===== src/inc/asdt_pkg.sv =====
// package: constants, enums and structs of the audio serial decoder and trigger
package asdt_pkg;

  // ************************************************************
  // widths and field sizes
  // ************************************************************
  localparam int WORD_W = 32;
  localparam int LEN_W = 6;
  localparam int SLOT_W = 4;
  localparam int CNT_W = 16;
  localparam int POS_W = 10;
  localparam logic [LEN_W-1:0] MAX_LEN = 6'h20;
  localparam logic [SLOT_W-1:0] MAX_SLOTS = 4'h8;

  // ************************************************************
  // reset values of the configuration
  // ************************************************************
  localparam logic [LEN_W-1:0] RST_SLOT_BITS = 6'h08;
  localparam logic [LEN_W-1:0] RST_WORD_SKIP = 6'h01;
  localparam logic [SLOT_W-1:0] RST_SLOT_COUNT = 4'h8;
  localparam logic [LEN_W-1:0] RST_FRAME_DELAY = 6'h00;
  localparam logic [LEN_W-1:0] RST_WORD_BITS = 6'h08;

  // ************************************************************
  // enumerations
  // ************************************************************
  typedef enum logic [1:0] {
    FMT_STANDARD = 2'h0,
    FMT_LEFT_JUST = 2'h1,
    FMT_RIGHT_JUST = 2'h2,
    FMT_TDM = 2'h3
  } asdt_format_e;

  typedef enum logic [2:0] {
    CMP_OFF = 3'h0,
    CMP_EQUAL = 3'h1,
    CMP_NOT_EQUAL = 3'h2,
    CMP_GREATER = 3'h3,
    CMP_LESS = 3'h4,
    CMP_INSIDE = 3'h5,
    CMP_OUTSIDE = 3'h6
  } asdt_cmp_e;

  typedef enum logic [2:0] {
    ST_IDLE = 3'b001,
    ST_DELAY = 3'b010,
    ST_SLOTS = 3'b100
  } asdt_state_e;

  // ************************************************************
  // carriers
  // ************************************************************
  typedef struct packed {
    asdt_format_e formatVariant;
    logic [LEN_W-1:0] slotBits;
    logic [LEN_W-1:0] wordSkip;
    logic [SLOT_W-1:0] slotCount;
    logic [LEN_W-1:0] frameStartDelay;
    logic [LEN_W-1:0] audioWordBits;
    logic rightChannelFirst;
    logic sampleOnFalling;
    logic lowMeansOne;
    logic wordSelectInvert;
    logic lowBitLeading;
  } asdt_cfg_s;

  typedef struct packed {
    asdt_cmp_e op;
    logic signed [WORD_W-1:0] lowerReferenceValue;
    logic signed [WORD_W-1:0] upperReferenceValue;
  } asdt_cond_s;

  typedef struct packed {
    logic signed [WORD_W-1:0] leftWord;
    logic signed [WORD_W-1:0] rightWord;
    logic wordsValid;
    logic [CNT_W-1:0] decodedFrameTotal;
    logic frameLengthMismatch;
    logic trigger;
  } asdt_out_s;

endpackage


===== src/rtl/asdt_sync_edge.sv =====
// three-line synchroniser with edge detection for bit clock and word select
module asdt_sync_edge
  import asdt_pkg::*;
(
  // clock and reset
  input wire logic sys_clk,
  input wire logic reset,
  // raw lines
  input wire logic [2:0] lineIn,
  // synchronised lines and edges
  output logic [2:0] lineSync,
  output logic [2:0] lineRise,
  output logic [2:0] lineFall
);

  typedef struct packed {
    logic [2:0] stage1;
    logic [2:0] stage2;
    logic [2:0] stage3;
    logic [2:0] warm;
  } asdt_sync_s;

  asdt_sync_s state_reg;
  asdt_sync_s state_next;

  // ************************************************************
  // two flops per line, third flop for edges
  // ************************************************************
  always_comb
  begin
    state_next = state_reg;
    state_next.stage1 = lineIn;
    state_next.stage2 = state_reg.stage1;
    state_next.stage3 = state_reg.stage2;
    state_next.warm = {state_reg.warm[1:0], 1'b1};
  end

  always_ff @(posedge sys_clk)
  begin
    if (reset)
    begin
      state_reg <= '0;
    end
    else
    begin
      state_reg <= state_next;
    end
  end

  assign lineSync = state_reg.stage2;
  // no edges until the third flop holds a sampled level, so reset makes none
  assign lineRise = state_reg.stage2 & ~state_reg.stage3 & {3{state_reg.warm[2]}};
  assign lineFall = ~state_reg.stage2 & state_reg.stage3 & {3{state_reg.warm[2]}};

endmodule


===== src/rtl/asdt_decode_trigger.sv =====
// audio serial receive decoder with data and frame-length trigger
// Behaviour
// - tdm slot length is slotBits bit clocks, default 8
// - tdm and left-justified skip wordSkip bits before the word, default 1
// - non-tdm channel order picks left or right first, default left
// - tdm frame holds slotCount slots, default 8
// - data sampled on rising or falling bit clock edge, default rising
// - data polarity high-means-one or inverts every sampled bit
// - tdm slots and the first non-tdm channel delayed frameStartDelay bits after frame start, default 0
// - audio words are 1 to slot-length bits, default 8
// - non-tdm word select low is left, inverted swaps it
// - tdm frame starts on sync rising edge, or falling when inverted
// - count of decoded frames kept readable
// - per channel operator off, eq, ne, gt, lt, inside, outside
// - single-value operators compare against the lower reference value
// - range operators use lower and upper reference bounds
// - words and references are signed, sized by word length
// - format selects standard, left-justified, right-justified or tdm
// - bit order msb first by default, or lsb first
// - combined and/or condition must hold within one frame
// - flag consecutive frames of differing length, trigger next edge
module asdt_decode_trigger
  import asdt_pkg::*;
(
  // clock and reset
  input wire logic sys_clk,
  input wire logic reset,
  // audio bus pins
  input wire logic bitClock,
  input wire logic wordSelect,
  input wire logic serialData,
  // configuration
  input wire asdt_pkg::asdt_cfg_s cfg,
  input wire asdt_pkg::asdt_cond_s leftCond,
  input wire asdt_pkg::asdt_cond_s rightCond,
  input wire logic combineWithOr,
  // results
  output asdt_pkg::asdt_out_s result
);
  import asdt_pkg::*;

  typedef struct packed {
    asdt_state_e fsm;
    logic [LEN_W-1:0] delayCnt;
    logic [LEN_W-1:0] bitInSlot;
    logic [SLOT_W-1:0] slotIdx;
    logic [POS_W-1:0] frameBits;
    logic [POS_W-1:0] lastFrameBits;
    logic haveLast;
    logic frameOpen;
    logic [WORD_W-1:0] shiftWord;
    logic [LEN_W-1:0] wordPos;
    logic signed [WORD_W-1:0] leftWord;
    logic signed [WORD_W-1:0] rightWord;
    logic gotLeft;
    logic gotRight;
    logic leftHit;
    logic rightHit;
    logic mismatchPend;
    asdt_out_s out;
  } asdt_state_s;

  asdt_state_s state_reg;
  asdt_state_s state_next;
  logic [2:0] lineSync;
  logic [2:0] lineRise;
  logic [2:0] lineFall;

  asdt_sync_edge syncEdge (
    .sys_clk(sys_clk),
    .reset(reset),
    .lineIn({serialData, wordSelect, bitClock}),
    .lineSync(lineSync),
    .lineRise(lineRise),
    .lineFall(lineFall)
  );

  // ************************************************************
  // edge selection and per-format geometry
  // ************************************************************
  logic sampleEdge;
  logic frameEdge;
  logic dataBit;
  logic isTdm;
  logic [LEN_W-1:0] slotLen;
  logic [SLOT_W-1:0] slotsPerFrame;
  logic [LEN_W-1:0] skipBits;
  logic wsEdge;
  logic wsFrameEdge;

  always_comb
  begin
    isTdm = (cfg.formatVariant == FMT_TDM);
    sampleEdge = cfg.sampleOnFalling ? lineFall[0] : lineRise[0];
    dataBit = lineSync[2] ^ cfg.lowMeansOne;
    wsEdge = lineRise[1] | lineFall[1];
    // non-tdm frame begins at the edge into the first channel's level
    wsFrameEdge = (cfg.wordSelectInvert ^ cfg.rightChannelFirst) ? lineRise[1] : lineFall[1];
    if (isTdm)
    begin
      frameEdge = cfg.wordSelectInvert ? lineFall[1] : lineRise[1];
      slotLen = cfg.slotBits;
      slotsPerFrame = cfg.slotCount;
    end
    else
    begin
      frameEdge = wsFrameEdge;
      slotLen = MAX_LEN;
      slotsPerFrame = 4'h2;
    end
    if (isTdm || cfg.formatVariant == FMT_LEFT_JUST)
    begin
      skipBits = cfg.wordSkip;
    end
    else if (cfg.formatVariant == FMT_STANDARD)
    begin
      skipBits = 6'h01;
    end
    else
    begin
      skipBits = '0;
    end
  end

  // ************************************************************
  // signed compare of one channel
  // ************************************************************
  function automatic logic condHit(input asdt_cond_s c, input logic signed [WORD_W-1:0] w);
    logic hit;
    hit = 1'b0;
    case (c.op)
      CMP_EQUAL: hit = (w == c.lowerReferenceValue);
      CMP_NOT_EQUAL: hit = (w != c.lowerReferenceValue);
      CMP_GREATER: hit = (w > c.lowerReferenceValue);
      CMP_LESS: hit = (w < c.lowerReferenceValue);
      CMP_INSIDE: hit = (w >= c.lowerReferenceValue) && (w <= c.upperReferenceValue);
      CMP_OUTSIDE: hit = (w < c.lowerReferenceValue) || (w > c.upperReferenceValue);
      default: hit = 1'b0;
    endcase
    return hit;
  endfunction

  // sign-extend a word of n bits, msb-first or lsb-first assembled
  function automatic logic signed [WORD_W-1:0] signWord(input logic [WORD_W-1:0] raw,
                                                         input logic [LEN_W-1:0] n);
    logic [WORD_W-1:0] v;
    v = raw;
    for (int i = 0; i < WORD_W; i++)
    begin
      if (i >= n)
      begin
        v[i] = raw[n-1];
      end
    end
    return v;
  endfunction

  // ************************************************************
  // frame decode state machine
  // ************************************************************
  logic [LEN_W-1:0] wordLen;
  logic [LEN_W-1:0] wordStart;
  logic inWord;
  logic slotEnd;
  logic [WORD_W-1:0] fullWord;
  logic signed [WORD_W-1:0] sWord;
  logic isLeftSlot;
  logic leftOn;
  logic rightOn;
  logic lHit;
  logic rHit;
  logic frameHit;

  always_comb
  begin
    state_next = state_reg;
    state_next.out.trigger = 1'b0;
    state_next.out.wordsValid = 1'b0;
    wordLen = (cfg.audioWordBits == '0) ? 6'h01 : cfg.audioWordBits;
    if (isTdm && wordLen > slotLen)
    begin
      wordLen = slotLen;
    end
    // right-justified words start at the slot start, i.e. at word-select edge, with no skip
    wordStart = skipBits;
    inWord = 1'b0;
    slotEnd = 1'b0;
    fullWord = state_reg.shiftWord;
    sWord = '0;
    isLeftSlot = (state_reg.slotIdx == '0) ^ (cfg.rightChannelFirst && !isTdm);
    leftOn = (leftCond.op != CMP_OFF);
    rightOn = (rightCond.op != CMP_OFF);
    lHit = 1'b0;
    rHit = 1'b0;
    frameHit = 1'b0;
    if (sampleEdge)
    begin
      state_next.frameBits = state_reg.frameBits + 10'h001;
    end
    case (state_reg.fsm)
      ST_IDLE:
      begin
        // frame length keeps counting up to the next frame edge
      end
      ST_DELAY:
      begin
        if (sampleEdge)
        begin
          state_next.delayCnt = state_reg.delayCnt + 6'h01;
          if (state_reg.delayCnt + 6'h01 >= cfg.frameStartDelay)
          begin
            state_next.fsm = ST_SLOTS;
          end
        end
      end
      ST_SLOTS:
      begin
        if (sampleEdge)
        begin
          inWord = (state_reg.bitInSlot >= wordStart) && (state_reg.wordPos < wordLen);
          if (inWord)
          begin
            if (cfg.lowBitLeading)
            begin
              fullWord = state_reg.shiftWord;
              fullWord[state_reg.wordPos[4:0]] = dataBit;
            end
            else
            begin
              fullWord = {state_reg.shiftWord[WORD_W-2:0], dataBit};
            end
            state_next.shiftWord = fullWord;
            state_next.wordPos = state_reg.wordPos + 6'h01;
            if (state_reg.wordPos + 6'h01 == wordLen)
            begin
              sWord = signWord(fullWord, wordLen);
              if (isLeftSlot)
              begin
                state_next.leftWord = sWord;
                state_next.gotLeft = 1'b1;
                state_next.leftHit = condHit(leftCond, sWord);
              end
              else if (state_reg.slotIdx < 4'h2)
              begin
                state_next.rightWord = sWord;
                state_next.gotRight = 1'b1;
                state_next.rightHit = condHit(rightCond, sWord);
              end
            end
          end
          slotEnd = isTdm && (state_reg.bitInSlot + 6'h01 >= slotLen);
          state_next.bitInSlot = slotEnd ? 6'h00 : state_reg.bitInSlot + 6'h01;
          if (slotEnd)
          begin
            state_next.wordPos = '0;
            state_next.shiftWord = '0;
            state_next.slotIdx = state_reg.slotIdx + 4'h1;
            if (state_reg.slotIdx + 4'h1 >= slotsPerFrame)
            begin
              state_next.fsm = ST_IDLE;
            end
          end
        end
      end
      default:
      begin
        state_next.fsm = ST_IDLE;
      end
    endcase
    // non-tdm channel change at a word-select edge other than the frame edge, outside idle
    if (!isTdm && wsEdge && !frameEdge && state_reg.fsm != ST_IDLE)
    begin
      state_next.slotIdx = 4'h1;
      state_next.bitInSlot = '0;
      state_next.wordPos = '0;
      state_next.shiftWord = '0;
    end
    // ************************************************************
    // frame boundary: close old frame, open new one
    // ************************************************************
    if (frameEdge)
    begin
      lHit = state_reg.gotLeft && state_reg.leftHit;
      rHit = state_reg.gotRight && state_reg.rightHit;
      if (combineWithOr)
      begin
        frameHit = (leftOn && lHit) || (rightOn && rHit);
      end
      else
      begin
        frameHit = (leftOn || rightOn) && (!leftOn || lHit) && (!rightOn || rHit);
      end
      if (state_reg.gotLeft || state_reg.gotRight)
      begin
        state_next.out.decodedFrameTotal = state_reg.out.decodedFrameTotal + 16'h0001;
        state_next.out.leftWord = state_reg.leftWord;
        state_next.out.rightWord = state_reg.rightWord;
        state_next.out.wordsValid = 1'b1;
      end
      if (state_reg.haveLast && state_reg.frameBits != state_reg.lastFrameBits)
      begin
        state_next.out.frameLengthMismatch = 1'b1;
        state_next.mismatchPend = 1'b1;
      end
      else
      begin
        state_next.out.frameLengthMismatch = 1'b0;
      end
      state_next.haveLast = state_reg.frameOpen;
      state_next.frameOpen = 1'b1;
      state_next.lastFrameBits = state_reg.frameBits;
      state_next.out.trigger = frameHit;
      state_next.fsm = (cfg.frameStartDelay == '0) ? ST_SLOTS : ST_DELAY;
      state_next.delayCnt = '0;
      state_next.bitInSlot = '0;
      state_next.slotIdx = '0;
      state_next.wordPos = '0;
      state_next.shiftWord = '0;
      state_next.frameBits = '0;
      state_next.gotLeft = 1'b0;
      state_next.gotRight = 1'b0;
      state_next.leftHit = 1'b0;
      state_next.rightHit = 1'b0;
    end
    else if (state_reg.mismatchPend && sampleEdge)
    begin
      state_next.mismatchPend = 1'b0;
      state_next.out.trigger = 1'b1;
    end
  end

  always_ff @(posedge sys_clk)
  begin
    if (reset)
    begin
      state_reg <= '0;
      state_reg.fsm <= ST_IDLE;
    end
    else
    begin
      state_reg <= state_next;
    end
  end

  assign result = state_reg.out;
endmodule


===== config.mk =====
export PLATFORM = sky130hd
export DESIGN_NAME = asdt_decode_trigger
export DESIGN_NICKNAME = d
export VERILOG_FILES = /design/src/inc/asdt_pkg.sv /design/src/rtl/asdt_sync_edge.sv /design/src/rtl/asdt_decode_trigger.sv
export SDC_FILE = /design/constraint.sdc
export NUM_CORES = 1
export LEC_CHECK = 0
export BUFFER_PORTS_ARGS = -buffer_cell sky130_fd_sc_hd__buf_4
export CAP_MARGIN = 20
export CORE_MARGIN = 10
export CORE_UTILIZATION = 45
export CTS_CLUSTER_DIAMETER = 80
export DETAILED_ROUTE_END_ITERATION = 7
export PLACE_DENSITY = 0.65
export SYNTH_ARGS = -nofsm -noshare
export SYNTH_HDL_FRONTEND = slang
export SYNTH_SLANG_ARGS = --single-unit

===== constraint.sdc =====
create_clock -name sys_clk -period 7.59 [get_ports sys_clk]
set_input_delay 1.518 -clock sys_clk [delete_from_list [all_inputs] [get_ports sys_clk]]
set_output_delay 1.518 -clock sys_clk [all_outputs]
set_load 0.01 [all_outputs]

# Yosys cells after proc, flatten, opt, wreduce, memory -nomap -nowiden
# Index checks and enable logic that the tools add are counted.
dict set report word_totals {
  latchBits 0
  mem_count 0
  ram_bits 0
  out_inout_bits 83
  word_cells 405
  ff_bits 242
  input_bits 175
  mem_bits_ro 0
}
dict set report op_classes {
  n_reduce_logical 54
  addsub 7
  multipliers 0
  eq_ne 31
  magnitude_cmp 52
  n_bitwise 12
  shift 0
  div 0
  mux 220
}
# cell n
set ops {}
lappend ops {{$mux W106} 3}
lappend ops {{$mux W32} 7}
lappend ops {{$mux W1} 181}
lappend ops {{$gt A32 B32 Y1} 4}
lappend ops {{$ge A5 B6 Y1 const A} 16}
lappend ops {{$mux W79} 1}
lappend ops {{$mux W38} 2}
lappend ops {{$mux W68} 1}
lappend ops {{$eq A32 B32 Y1} 2}
lappend ops {{$ge A32 B32 Y1} 2}
lappend ops {{$le A32 B32 Y1} 2}
lappend ops {{$lt A32 B32 Y1} 2}
lappend ops {{$ne A32 B32 Y1} 2}
lappend ops {{$ge A4 B6 Y1 const A} 8}
lappend ops {{$mux W10} 4}
lappend ops {{$mux W6} 6}
lappend ops {{$bwmux W32} 1}
lappend ops {{$lt A32 B6 Y1 const B} 1}
lappend ops {{$ge A3 B6 Y1 const A} 4}
lappend ops {{$eq A3 B3 Y1 const B} 7}
lappend ops {{$add A6 B1 Y6 const B} 3}
lappend ops {{$ge A6 B6 Y1} 3}
lappend ops {{$logic_and A1 B1 Y1} 18}
lappend ops {{$mux W17} 1}
lappend ops {{47 further kinds} 95}

# Logic depth before layout (Yosys ltp)
# Gate-level depths: netlist (run 1).
dict set report logic_depth {
  word_depth 29
  mapped_depth 31
  depth_no_buf 26
}

# Cells and area by module
# A second synthesis (run 1) with hierarchy kept.
dict set report hier_totals {
  hier_cells 2100
  area_unflattened_um2 16903.7
}
# module n_inst seq_area_each_um2 area_per_inst_um2 cells_per_inst
set modules_own_cells {}
lappend modules_own_cells {asdt_decode_trigger 1 4624.4 16467.0 2066}
lappend modules_own_cells {asdt_sync_edge 1 240.2 436.7 34}

# Worst setup path after synthesis (run 1)
# Ideal clock, no wire load.
dict set report synth_path {
  kind {input to register}
  startpoint {in cfg[6] (netlist name)}
  endpoint {reg state_reg[84] (netlist name)}
  required_time_ns 7.442
  n_path_buf 4
  setup_time_ns 0.148
  arrival_ns 7.239
  stages 30
  slack_ns 0.203
  path_cell_list {clkbuf_1 -> nor2_1 -> a21o_1 -> inv_2 -> ha_1 -> nand3b_1 -> a22oi_1 -> o2111a_2 -> o21ai_1 -> nand2_1 -> buf_2 -> inv_2 -> buf_2 -> o211ai_1 -> a21boi_1 -> nor4_2 -> clkbuf_1 -> nand2_1 -> mux2_2 -> ha_1 -> a21o_1 -> a21o_1 -> a21oi_1 -> o21ai_0 -> o31a_1 -> a21oi_1 -> mux2i_1 -> a2bb2o_1 -> a2111oi_0 -> a211oi_1}
}
dict set report synth_via {
  elab_chain_cells 16
  elab_cells_between_ends 214
  cone_classes {1 x add/sub; 39 x order compare; 3 x eq/ne; 165 x mux; 6 x reduce/logical}
}
# item line_no
set synth_lines {}
lappend synth_lines {{from (decl)} asdt_decode_trigger.sv:33} ;# input wire asdt_pkg::asdt_cfg_s cfg,
lappend synth_lines {{$logic_not A6 Y1} asdt_decode_trigger.sv:179} ;# wordLen = (cfg.audioWordBits == '0) ? 6'h01 : cfg.audioWordBits;
lappend synth_lines {{$mux W6 *} asdt_decode_trigger.sv:179}
lappend synth_lines {{$gt A6 B6 Y1} asdt_decode_trigger.sv:180} ;# if (isTdm && wordLen > slotLen)
lappend synth_lines {{$logic_and A1 B1 Y1} asdt_decode_trigger.sv:180}
lappend synth_lines {{$mux W6 *} asdt_decode_trigger.sv:180}
lappend synth_lines {{$sub A6 B1 Y7} asdt_decode_trigger.sv:152} ;# v[i] = raw[n-1];
lappend synth_lines {{$bmux W1 S5} asdt_decode_trigger.sv:152}
lappend synth_lines {{$mux W1 (not written as such)} asdt_decode_trigger.sv:152}
lappend synth_lines {{$mux W1} asdt_decode_trigger.sv:150} ;# if (i >= n)
lappend synth_lines {{$mux W1} asdt_decode_trigger.sv:234} ;# if (state_reg.wordPos + 6'h01 == wordLen)
lappend synth_lines {{$mux W1} asdt_decode_trigger.sv:221} ;# if (inWord)
lappend synth_lines {{$mux W1} asdt_decode_trigger.sv:218} ;# if (sampleEdge)
lappend synth_lines {{$mux W1} asdt_decode_trigger.sv:200} ;# case (state_reg.fsm)
lappend synth_lines {{$lt A32 B32 Y1 (tied with other cells)} {asdt_decode_trigger.sv:135, asdt_decode_trigger.sv:137}}
lappend synth_lines {{$logic_or A1 B1 Y1 / $logic_and A1 B1 Y1 (equally long branches)} {asdt_decode_trigger.sv:137, asdt_decode_trigger.sv:136}}
lappend synth_lines {{$pmux W1 S6} asdt_decode_trigger.sv:131} ;# case (c.op)
lappend synth_lines {{to (signal assigned)} asdt_decode_trigger.sv:341} ;# state_reg <= state_next;
lappend synth_lines {{to (decl)} asdt_decode_trigger.sv:63} ;# asdt_state_s state_reg;
# Every way passes the cells marked *; elsewhere a longest branch is shown, timed or not. The select of a mux whose other input is x is not followed.
# A chain may end at the register's enable or synchronous reset.

# Worst setup path after layout (run 1)
dict set report layout_path {
  startpoint {in cfg[8] (netlist name)}
  endpoint {reg state_reg[84] (netlist name)}
}
# The elaborated chain is that of the path after synthesis.

==> flow_summary.json, run 1 <==
{
  "post-route-min-period_ns": 7.14,
  "syn_avg_cell_area_um2": 7.76,
  "rsz0062_at_grt": "false",
  "syn_nets": 2535,
  "cts_tree": "done",
  "dp_hpwl_mm": 50.4,
  "die_w_um": 214,
  "grt_pass1_wl_mm": 97.2,
  "synth-edff-count": 0,
  "worst_r2r_path_depth": 22,
  "finalSetupTns_ns": 0,
  "wl_met2_mm": 29.0,
  "dp.cells": 2876,
  "rows": 71,
  "synthTopCellsByCount": "269 x nand2_1, 242 x dfxtp_1, 213 x a21oi_1",
  "layout-drive-gt1-share_pct": 19.5,
  "finClkSkew_ns": 0.0259,
  "route.detailed.drc": 0,
  "max_stage_delay_ns": 0.58,
  "cp.arrival_ns": 7.56,
  "die_h_um": 214,
  "port_buffers": 257,
  "top_layer_used": "met5",
  "root_buffer": "clkbuf_16",
  "grt_pass1_vias": 16800,
  "synthesis.area_mm2": 0.0170,
  "route.met3.wl_mm": 4.96,
  "postCtsSetupBuffers": 0,
  "worstSetupPathType": "primary input to flip-flop",
  "holdPathStages": 1,
  "vias": 17000,
  "rr_endpoint": "state_reg[84]",
  "reg2reg_slack_ns": 0.94,
  "antenna_found_initial": 2,
  "grt_overflow": 0,
  "whs_ns": 0.438,
  "path_clk_slew_ns": 0.06,
  "clk_path_buf_depth": 3,
  "yosysSeqAreaShare_pct": 28.5,
  "power_mw": 3.23,
  "postCtsResizedCells": 0,
  "relSlewSlack_pct": 25.8,
  "largest_register_ff_count": 148,
  "min_period_over_period_pct": 94.1,
  "cp-startpoint": "cfg[8]",
  "post_drt_wl_per_cell_um": 21.6,
  "syn_inst": 2191,
  "synth.area.top_cells": "dfxtp_1 29%, ha_1 12%, a21oi_1 6.3%, nand2_1 5.9%, nor2_1 4.1%",
  "tightest_slew_ns": 1.11,
  "crit_path_max_fanout": 7,
  "ir_worst_vdd_v": 0.000127,
  "cts.htree.levels": 1,
  "cp-end-kind": "flip-flop",
  "synth_top_family_by_area": "compound AO/OA/AOI/OAI gates",
  "cellLeakagePower_nw": 9.20,
  "fmax_ghz": 0.140,
  "finalHoldViolations": 0,
  "grt_usage_pct": 26.2,
  "hp-start": "syncEdge.state_next[8]",
  "gp_congestion": 0.988,
  "core_mm2": 0.0375,
  "numCtsBuffers": 27,
  "yosys.area_share.simple_pct": 21.2,
  "fp.dieArea_mm2": 0.0459,
  "synthDominantCellAreaShare_pct": 28.5,
  "cp_slowest_cell": "a2111oi_2",
  "async_reset_ff_share_pct": 0,
  "stdcell_count": 2922,
  "wl_mm": 63.0,
  "ios": 258,
  "synth_fa_ha_area_share_pct": 12.4,
  "cp.required_ns": 8.01,
  "drv_slew": 0,
  "min_to": "syncEdge.lineSync[2]",
  "synth-main-ff-cell": "dfxtp_1",
  "synth-seq-cells": 242,
  "synth.most_common_cell": "nand2_1",
  "power_density_mw_per_mm2": 159,
  "yosysWarningCount": 0,
  "n_antenna_cell": 0,
  "synthMuxAreaShare_pct": 2.80,
  "holdBufCountCts": 0,
  "synth_top_cell_by_area": "dfxtp_1",
  "clkSinkCount": 242,
  "ant_nets": 0,
  "insertion_delay_ns": 0.58,
  "status": "completed",
  "startpoint_type": "primary input",
  "synthXorXnorAreaFrac_pct": 3.20,
  "areaGrowthSynthToFinish_pct": 19.3,
  "hold_path_class": "flip-flop to flip-flop",
  "wl_met1_mm": 26.5,
  "synth_compound_area_share_pct": 21.3,
  "first_pass_iters": 5,
  "vias_per_cell": 5.82,
  "final-setup-viol-count": 0,
  "drv_cap": 0,
  "fin_nets": 2739,
  "initial_core_util_pct": 45.3,
  "grt_max_degree": 81,
  "drtIter0Drc": 1325,
  "worstReg2RegStart": "state_reg[152]",
  "synth_cell_types": 90
}
==> critical path, delay by kind of cell <==
family                   cells  cell delay [ns]
buffers and inverters        3             0.38
AO/OA/AOI/OAI               11             2.88
adder cells (fa/ha/maj)      2             0.55
multiplexers                 1             0.26
AND/OR/NAND/NOR              9             1.98
==> layout make-up <==
cell class	count	area [um^2]
flip-flops and latches	242	4840
clock buffers	34	722
multi-input cells	1567	10400
repair buffers	382	2890
fillers	3680	17200
inverters	175	657
well taps	511	639
clock inverters	11	115
==> report_power, final <==
| group | switching, mW | internal, mW | leakage (nW) |
|---|---|---|---|
| clock | 0.554 | 0.711 | 0.408 |
| combinational | 0.410 | 0.280 | 6.84 |
| sequential | 0.00135 | 1.27 | 1.95 |
| total | 0.966 | 2.26 | 9.20 |
==> through the flow <==
step,instance area [um^2],setup slack (ns),util (%)
6_report,20300,0.451,54.1
4_1_cts,20200,0.395,53.9
2_1_floorplan,17000,0.203,-
5_1_grt,20300,0.0509,54.1
3_5_place_dp,19400,-0.180,51.7
3_3_place_gp,19400,-0.0201,51.7
==> cell usage in the layout, fill, tap and decap left out, types with 6 or more instances in the layout <==
cell type | synthesis | final
a211oi_1 | 17 | 17
o211ai_1 | 19 | 19
nor4_1 | 16 | 15
a21oi_1 | 213 | 210
nor2_1 | 185 | 184
a311o_1 | 20 | 20
nor2b_1 | 22 | 22
and4_1 | 7 | 7
nor3b_1 | 9 | 9
mux2_2 | 9 | 9
mux2i_1 | 31 | 31
nand4b_1 | 11 | 11
clkbuf_16 | 0 | 27
a31oi_1 | 7 | 7
o21ai_0 | 42 | 41
xor2_1 | 37 | 37
nand3b_1 | 9 | 9
nand2_1 | 269 | 268
nand3_1 | 74 | 74
a211o_1 | 17 | 17
o21a_1 | 15 | 15
xnor2_1 | 25 | 25
o41ai_1 | 16 | 16
dfxtp_1 | 242 | 242
nand2b_1 | 22 | 22
and3_1 | 22 | 22
inv_1 | 169 | 169
a21o_1 | 41 | 41
ha_1 | 169 | 169
and2_1 | 7 | 7
nand4_1 | 46 | 46
inv_2 | 6 | 6
or3_1 | 15 | 15
nor3_1 | 21 | 21
buf_4 | 84 | 381
a32o_1 | 6 | 6
a22oi_1 | 35 | 35
o221ai_1 | 24 | 24
==> worst max-delay path by stage <==
stage,depth (start not counted),end
after floorplan,30,state_reg[84]
after global placement,26,state_reg[85]
after detailed placement,26,state_reg[85]
after CTS,26,state_reg[85]
after global routing,28,state_reg[84]
final,26,state_reg[84]
==> cells by family (layout without fill, tap and decap cells) <==
family | Yosys count | count (layout)
and+or+nand+nor | 756 | 756
AOI/OAI and AO/OA | 536 | 536
buffers and inverters | 382 | 602
DFF | 242 | 242
adders and majority gates | 169 | 169
xor gates and xnor gates | 62 | 62
muxes | 44 | 44
==> routing by layer <==
layer / GRT usage (%) / vias to the layer above
li1: - / 8083
met1: 32.8 / 8042
met2: 43.2 / 732
met3: 5.67 / 143
met4: 10.1 / 2
met5: 0 / -
No activity file was read; power rests on OpenSTA's default activity.
==> run 2, diff against run 1 <==
--- a/config.mk
+++ b/config.mk
@@ -5,6 +5,7 @@
 export SDC_FILE = /design/constraint.sdc
 export NUM_CORES = 1
 export LEC_CHECK = 0
+export ABC_AREA = 1
 export BUFFER_PORTS_ARGS = -buffer_cell sky130_fd_sc_hd__buf_4
 export CAP_MARGIN = 20
 export CORE_MARGIN = 10
==> run 2 against run 1 <==
- core utilization is 1.6 points lower
- via count is 0.57% lower
- cell count is 10% higher
- synthesized cell count is 17% higher
- count of clock-buffer cells in the layout stayed put
- combinational power is 5.5% higher
- first-iteration DRC count is 2.4% lower
- clock power is 12% higher
- register-to-register slack better by 1.4 ns
==> flow_summary.json, run 2 <==
{
  "grt_overflow": 0,
  "tightest_slew_ns": 0.995,
  "drtIter0Drc": 1293,
  "synthDominantCellAreaShare_pct": 28.5,
  "rows": 71,
  "cp.required_ns": 7.98,
  "startpoint_type": "primary input",
  "die_h_um": 214,
  "areaGrowthSynthToFinish_pct": 15.9,
  "worstReg2RegStart": "state_reg[152]",
  "vias_per_cell": 5.25,
  "synth_cell_types": 47,
  "die_w_um": 214,
  "first_pass_iters": 6,
  "async_reset_ff_share_pct": 0,
  "route.detailed.drc": 0,
  "postCtsSetupBuffers": 0,
  "insertion_delay_ns": 0.55,
  "min_period_over_period_pct": 90.4,
  "hold_path_class": "flip-flop to flip-flop",
  "vias": 16900,
  "cp.arrival_ns": 7.25,
  "cellLeakagePower_nw": 9.81,
  "finalSetupTns_ns": 0,
  "syn_nets": 2901,
  "power_density_mw_per_mm2": 174,
  "antenna_found_initial": 2,
  "ios": 258,
  "grt_max_degree": 87,
  "critPathMostFrequentCell": "nand2_1",
  "post-route-min-period_ns": 6.86,
  "clk_path_buf_depth": 3,
  "cp.buffers_inverters": 7,
  "ir_worst_vdd_v": 0.000170,
  "cp_slowest_cell": "nor4b_1",
  "crit_path_max_fanout": 16,
  "grt_pass1_wl_mm": 88.3,
  "final_area_mm2": 0.0197,
  "drv_slew": 0,
  "gp_congestion": 1.02,
  "power_mw": 3.42,
  "cts.htree.levels": 1,
  "worst_r2r_path_depth": 30,
  "worstSetupPathType": "primary input to flip-flop",
  "clkSinkCount": 242,
  "layout-drive-gt1-share_pct": 14.3,
  "finalHoldViolations": 0,
  "syn_inst": 2557,
  "final_common_cell": "nand2_1",
  "initial_core_util_pct": 45.3,
  "grt_usage_pct": 23.4,
  "max_stage_delay_ns": 0.44,
  "min_to": "syncEdge.lineSync[0]",
  "mostFrequentLayoutCells": "527 x nand2_1, 438 x inv_1, 275 x buf_4",
  "yosysSeqAreaShare_pct": 28.5,
  "cp-end-kind": "flip-flop",
  "post_drt_wl_per_cell_um": 17.6,
  "synth-seq-cells": 242,
  "final_util_pct": 52.5,
  "reg2reg_slack_ns": 2.36,
  "relSlewSlack_pct": 33.5,
  "synth-main-ff-cell": "dfxtp_1",
  "rr_endpoint": "state_reg[84]",
  "path_clk_slew_ns": 0.07,
  "synthesis.area_mm2": 0.0170,
  "numCtsBuffers": 27,
  "ant_nets": 0,
  "synth_top_cell_by_area": "dfxtp_1",
  "root_buffer": "clkbuf_16",
  "yosysWarningCount": 0,
  "status": "completed",
  "grt_pass1_vias": 16000,
  "fin_nets": 3032,
  "syn_avg_cell_area_um2": 6.64,
  "dp_hpwl_mm": 45.0,
  "synth.area.top_cells": "dfxtp_1 29%, ha_1 12%, nand2_1 12%, inv_1 9.7%, a21oi_1 7.8%",
  "core_mm2": 0.0375,
  "cts_tree": "done",
  "final-setup-viol-count": 0,
  "synth-edff-count": 0,
  "placed_area_mm2": 0.0187,
  "whs_ns": 0.406,
  "hp-start": "syncEdge.state_next[6]",
  "synth.most_common_cell": "nand2_1",
  "rsz0062_at_grt": "false",
  "port_buffers": 257,
  "wl_mm": 56.6,
  "finClkSkew_ns": 0.0119,
  "drv_cap": 0,
  "fp.dieArea_mm2": 0.0459,
  "fmax_ghz": 0.146,
  "cpLargestDelayFamily": "simple AND/OR/NAND/NOR gates",
  "largest_register_ff_count": 148,
  "holdPathStages": 2,
  "synthTopCellsByCount": "528 x nand2_1, 438 x inv_1, 263 x a21oi_1"
}
[run 2: cell count changes after synthesis, sizes merged, moves of 38 or more]
cell,before,now
nand3,75,232
o21ai,46,150
a21oi,215,263
inv,175,442
nand2,270,533
a21o,41,3
[run 2: per-stage QoR]
stage          cells  setup slack (ns)
3_5_place_dp    3170             0.212
4_1_cts         3218             0.783
2_1_floorplan   2557              2.12
6_report        3219             0.732
3_3_place_gp    3170             0.302
5_1_grt         3219             0.163
[run 2: worst max-delay path by stage]
stage / start / end / slack (ns) / cells after the start
2_1_floorplan: cfg[33] / state_reg[84] / 2.12 / 38
3_3_place_gp: cfg[33] / state_reg[84] / 0.30 / 32
3_5_place_dp: cfg[33] / state_reg[84] / 0.21 / 32
4_1_cts: cfg[33] / state_reg[84] / 0.78 / 32
5_1_grt: cfg[33] / state_reg[84] / 0.16 / 37
6_report: cfg[33] / state_reg[84] / 0.73 / 37
[run 2: cell families (layout without fill, tap and decap cells)]
family          Yosys count  count (layout)  share of synthesized area (%)
flops                   242             242                           28.5
compound gates          482             482                           15.2
simple gates           1020            1020                           26.5
other cells               0               1                              0
xor+xnor                 25              25                           1.29
fa+ha+maj               169             169                           12.5
buf+inv                 619             769                           16.0
[run 2: final cells by class]
type / count / area [um^2]
inverters: 443 / 1660
fillers: 3828 / 17800
flip-flops and latches: 242 / 4840
diodes: 1 / 2.50
repair buffers: 278 / 2120
well taps: 511 / 639
clock inverters: 14 / 205
clock buffers: 34 / 762
multi-input cells: 1696 / 9440
[run 2: power breakdown]
group / leakage (nW) / internal, mW / switching (mW) / total [mW]
combinational: 7.39 / 0.267 / 0.461 / 0.728
sequential: 1.95 / 1.27 / 0.00124 / 1.27
clock: 0.473 / 0.853 / 0.566 / 1.42
total: 9.81 / 2.39 / 1.03 / 3.42
[run 2: repair_timing]
item | CTS | global route
hold buffers | 0 | 0
hold endpoints to repair | 0 | 0
resized for setup | 0 | 2
setup endpoints to repair | 0 | 1
[run 2: layer usage]
metal | routed length (um) | track usage, % | up-vias | part of all wire (%)
met4 | 1210 | 5.18 | 0 | 2.1
met3 | 3870 | 3.00 | 77 | 6.8
met1 | 24300 | 30.5 | 7794 | 43
met5 | 0 | 0 | - | 0
met2 | 27200 | 40.4 | 607 | 48
li1 | - | - | 8427 | -
[run 2: worst reg2reg max path: cells and delay by family, from the launching register on]
| family | cells | cell delay, ns |
|---|---|---|
| DFF | 1 | 0.36 |
| buffers and inverters | 5 | 0.99 |
| and+or+nand+nor | 20 | 2.31 |
| adders and majority gates | 2 | 0.77 |
| AOI/OAI and AO/OA | 3 | 0.68 |
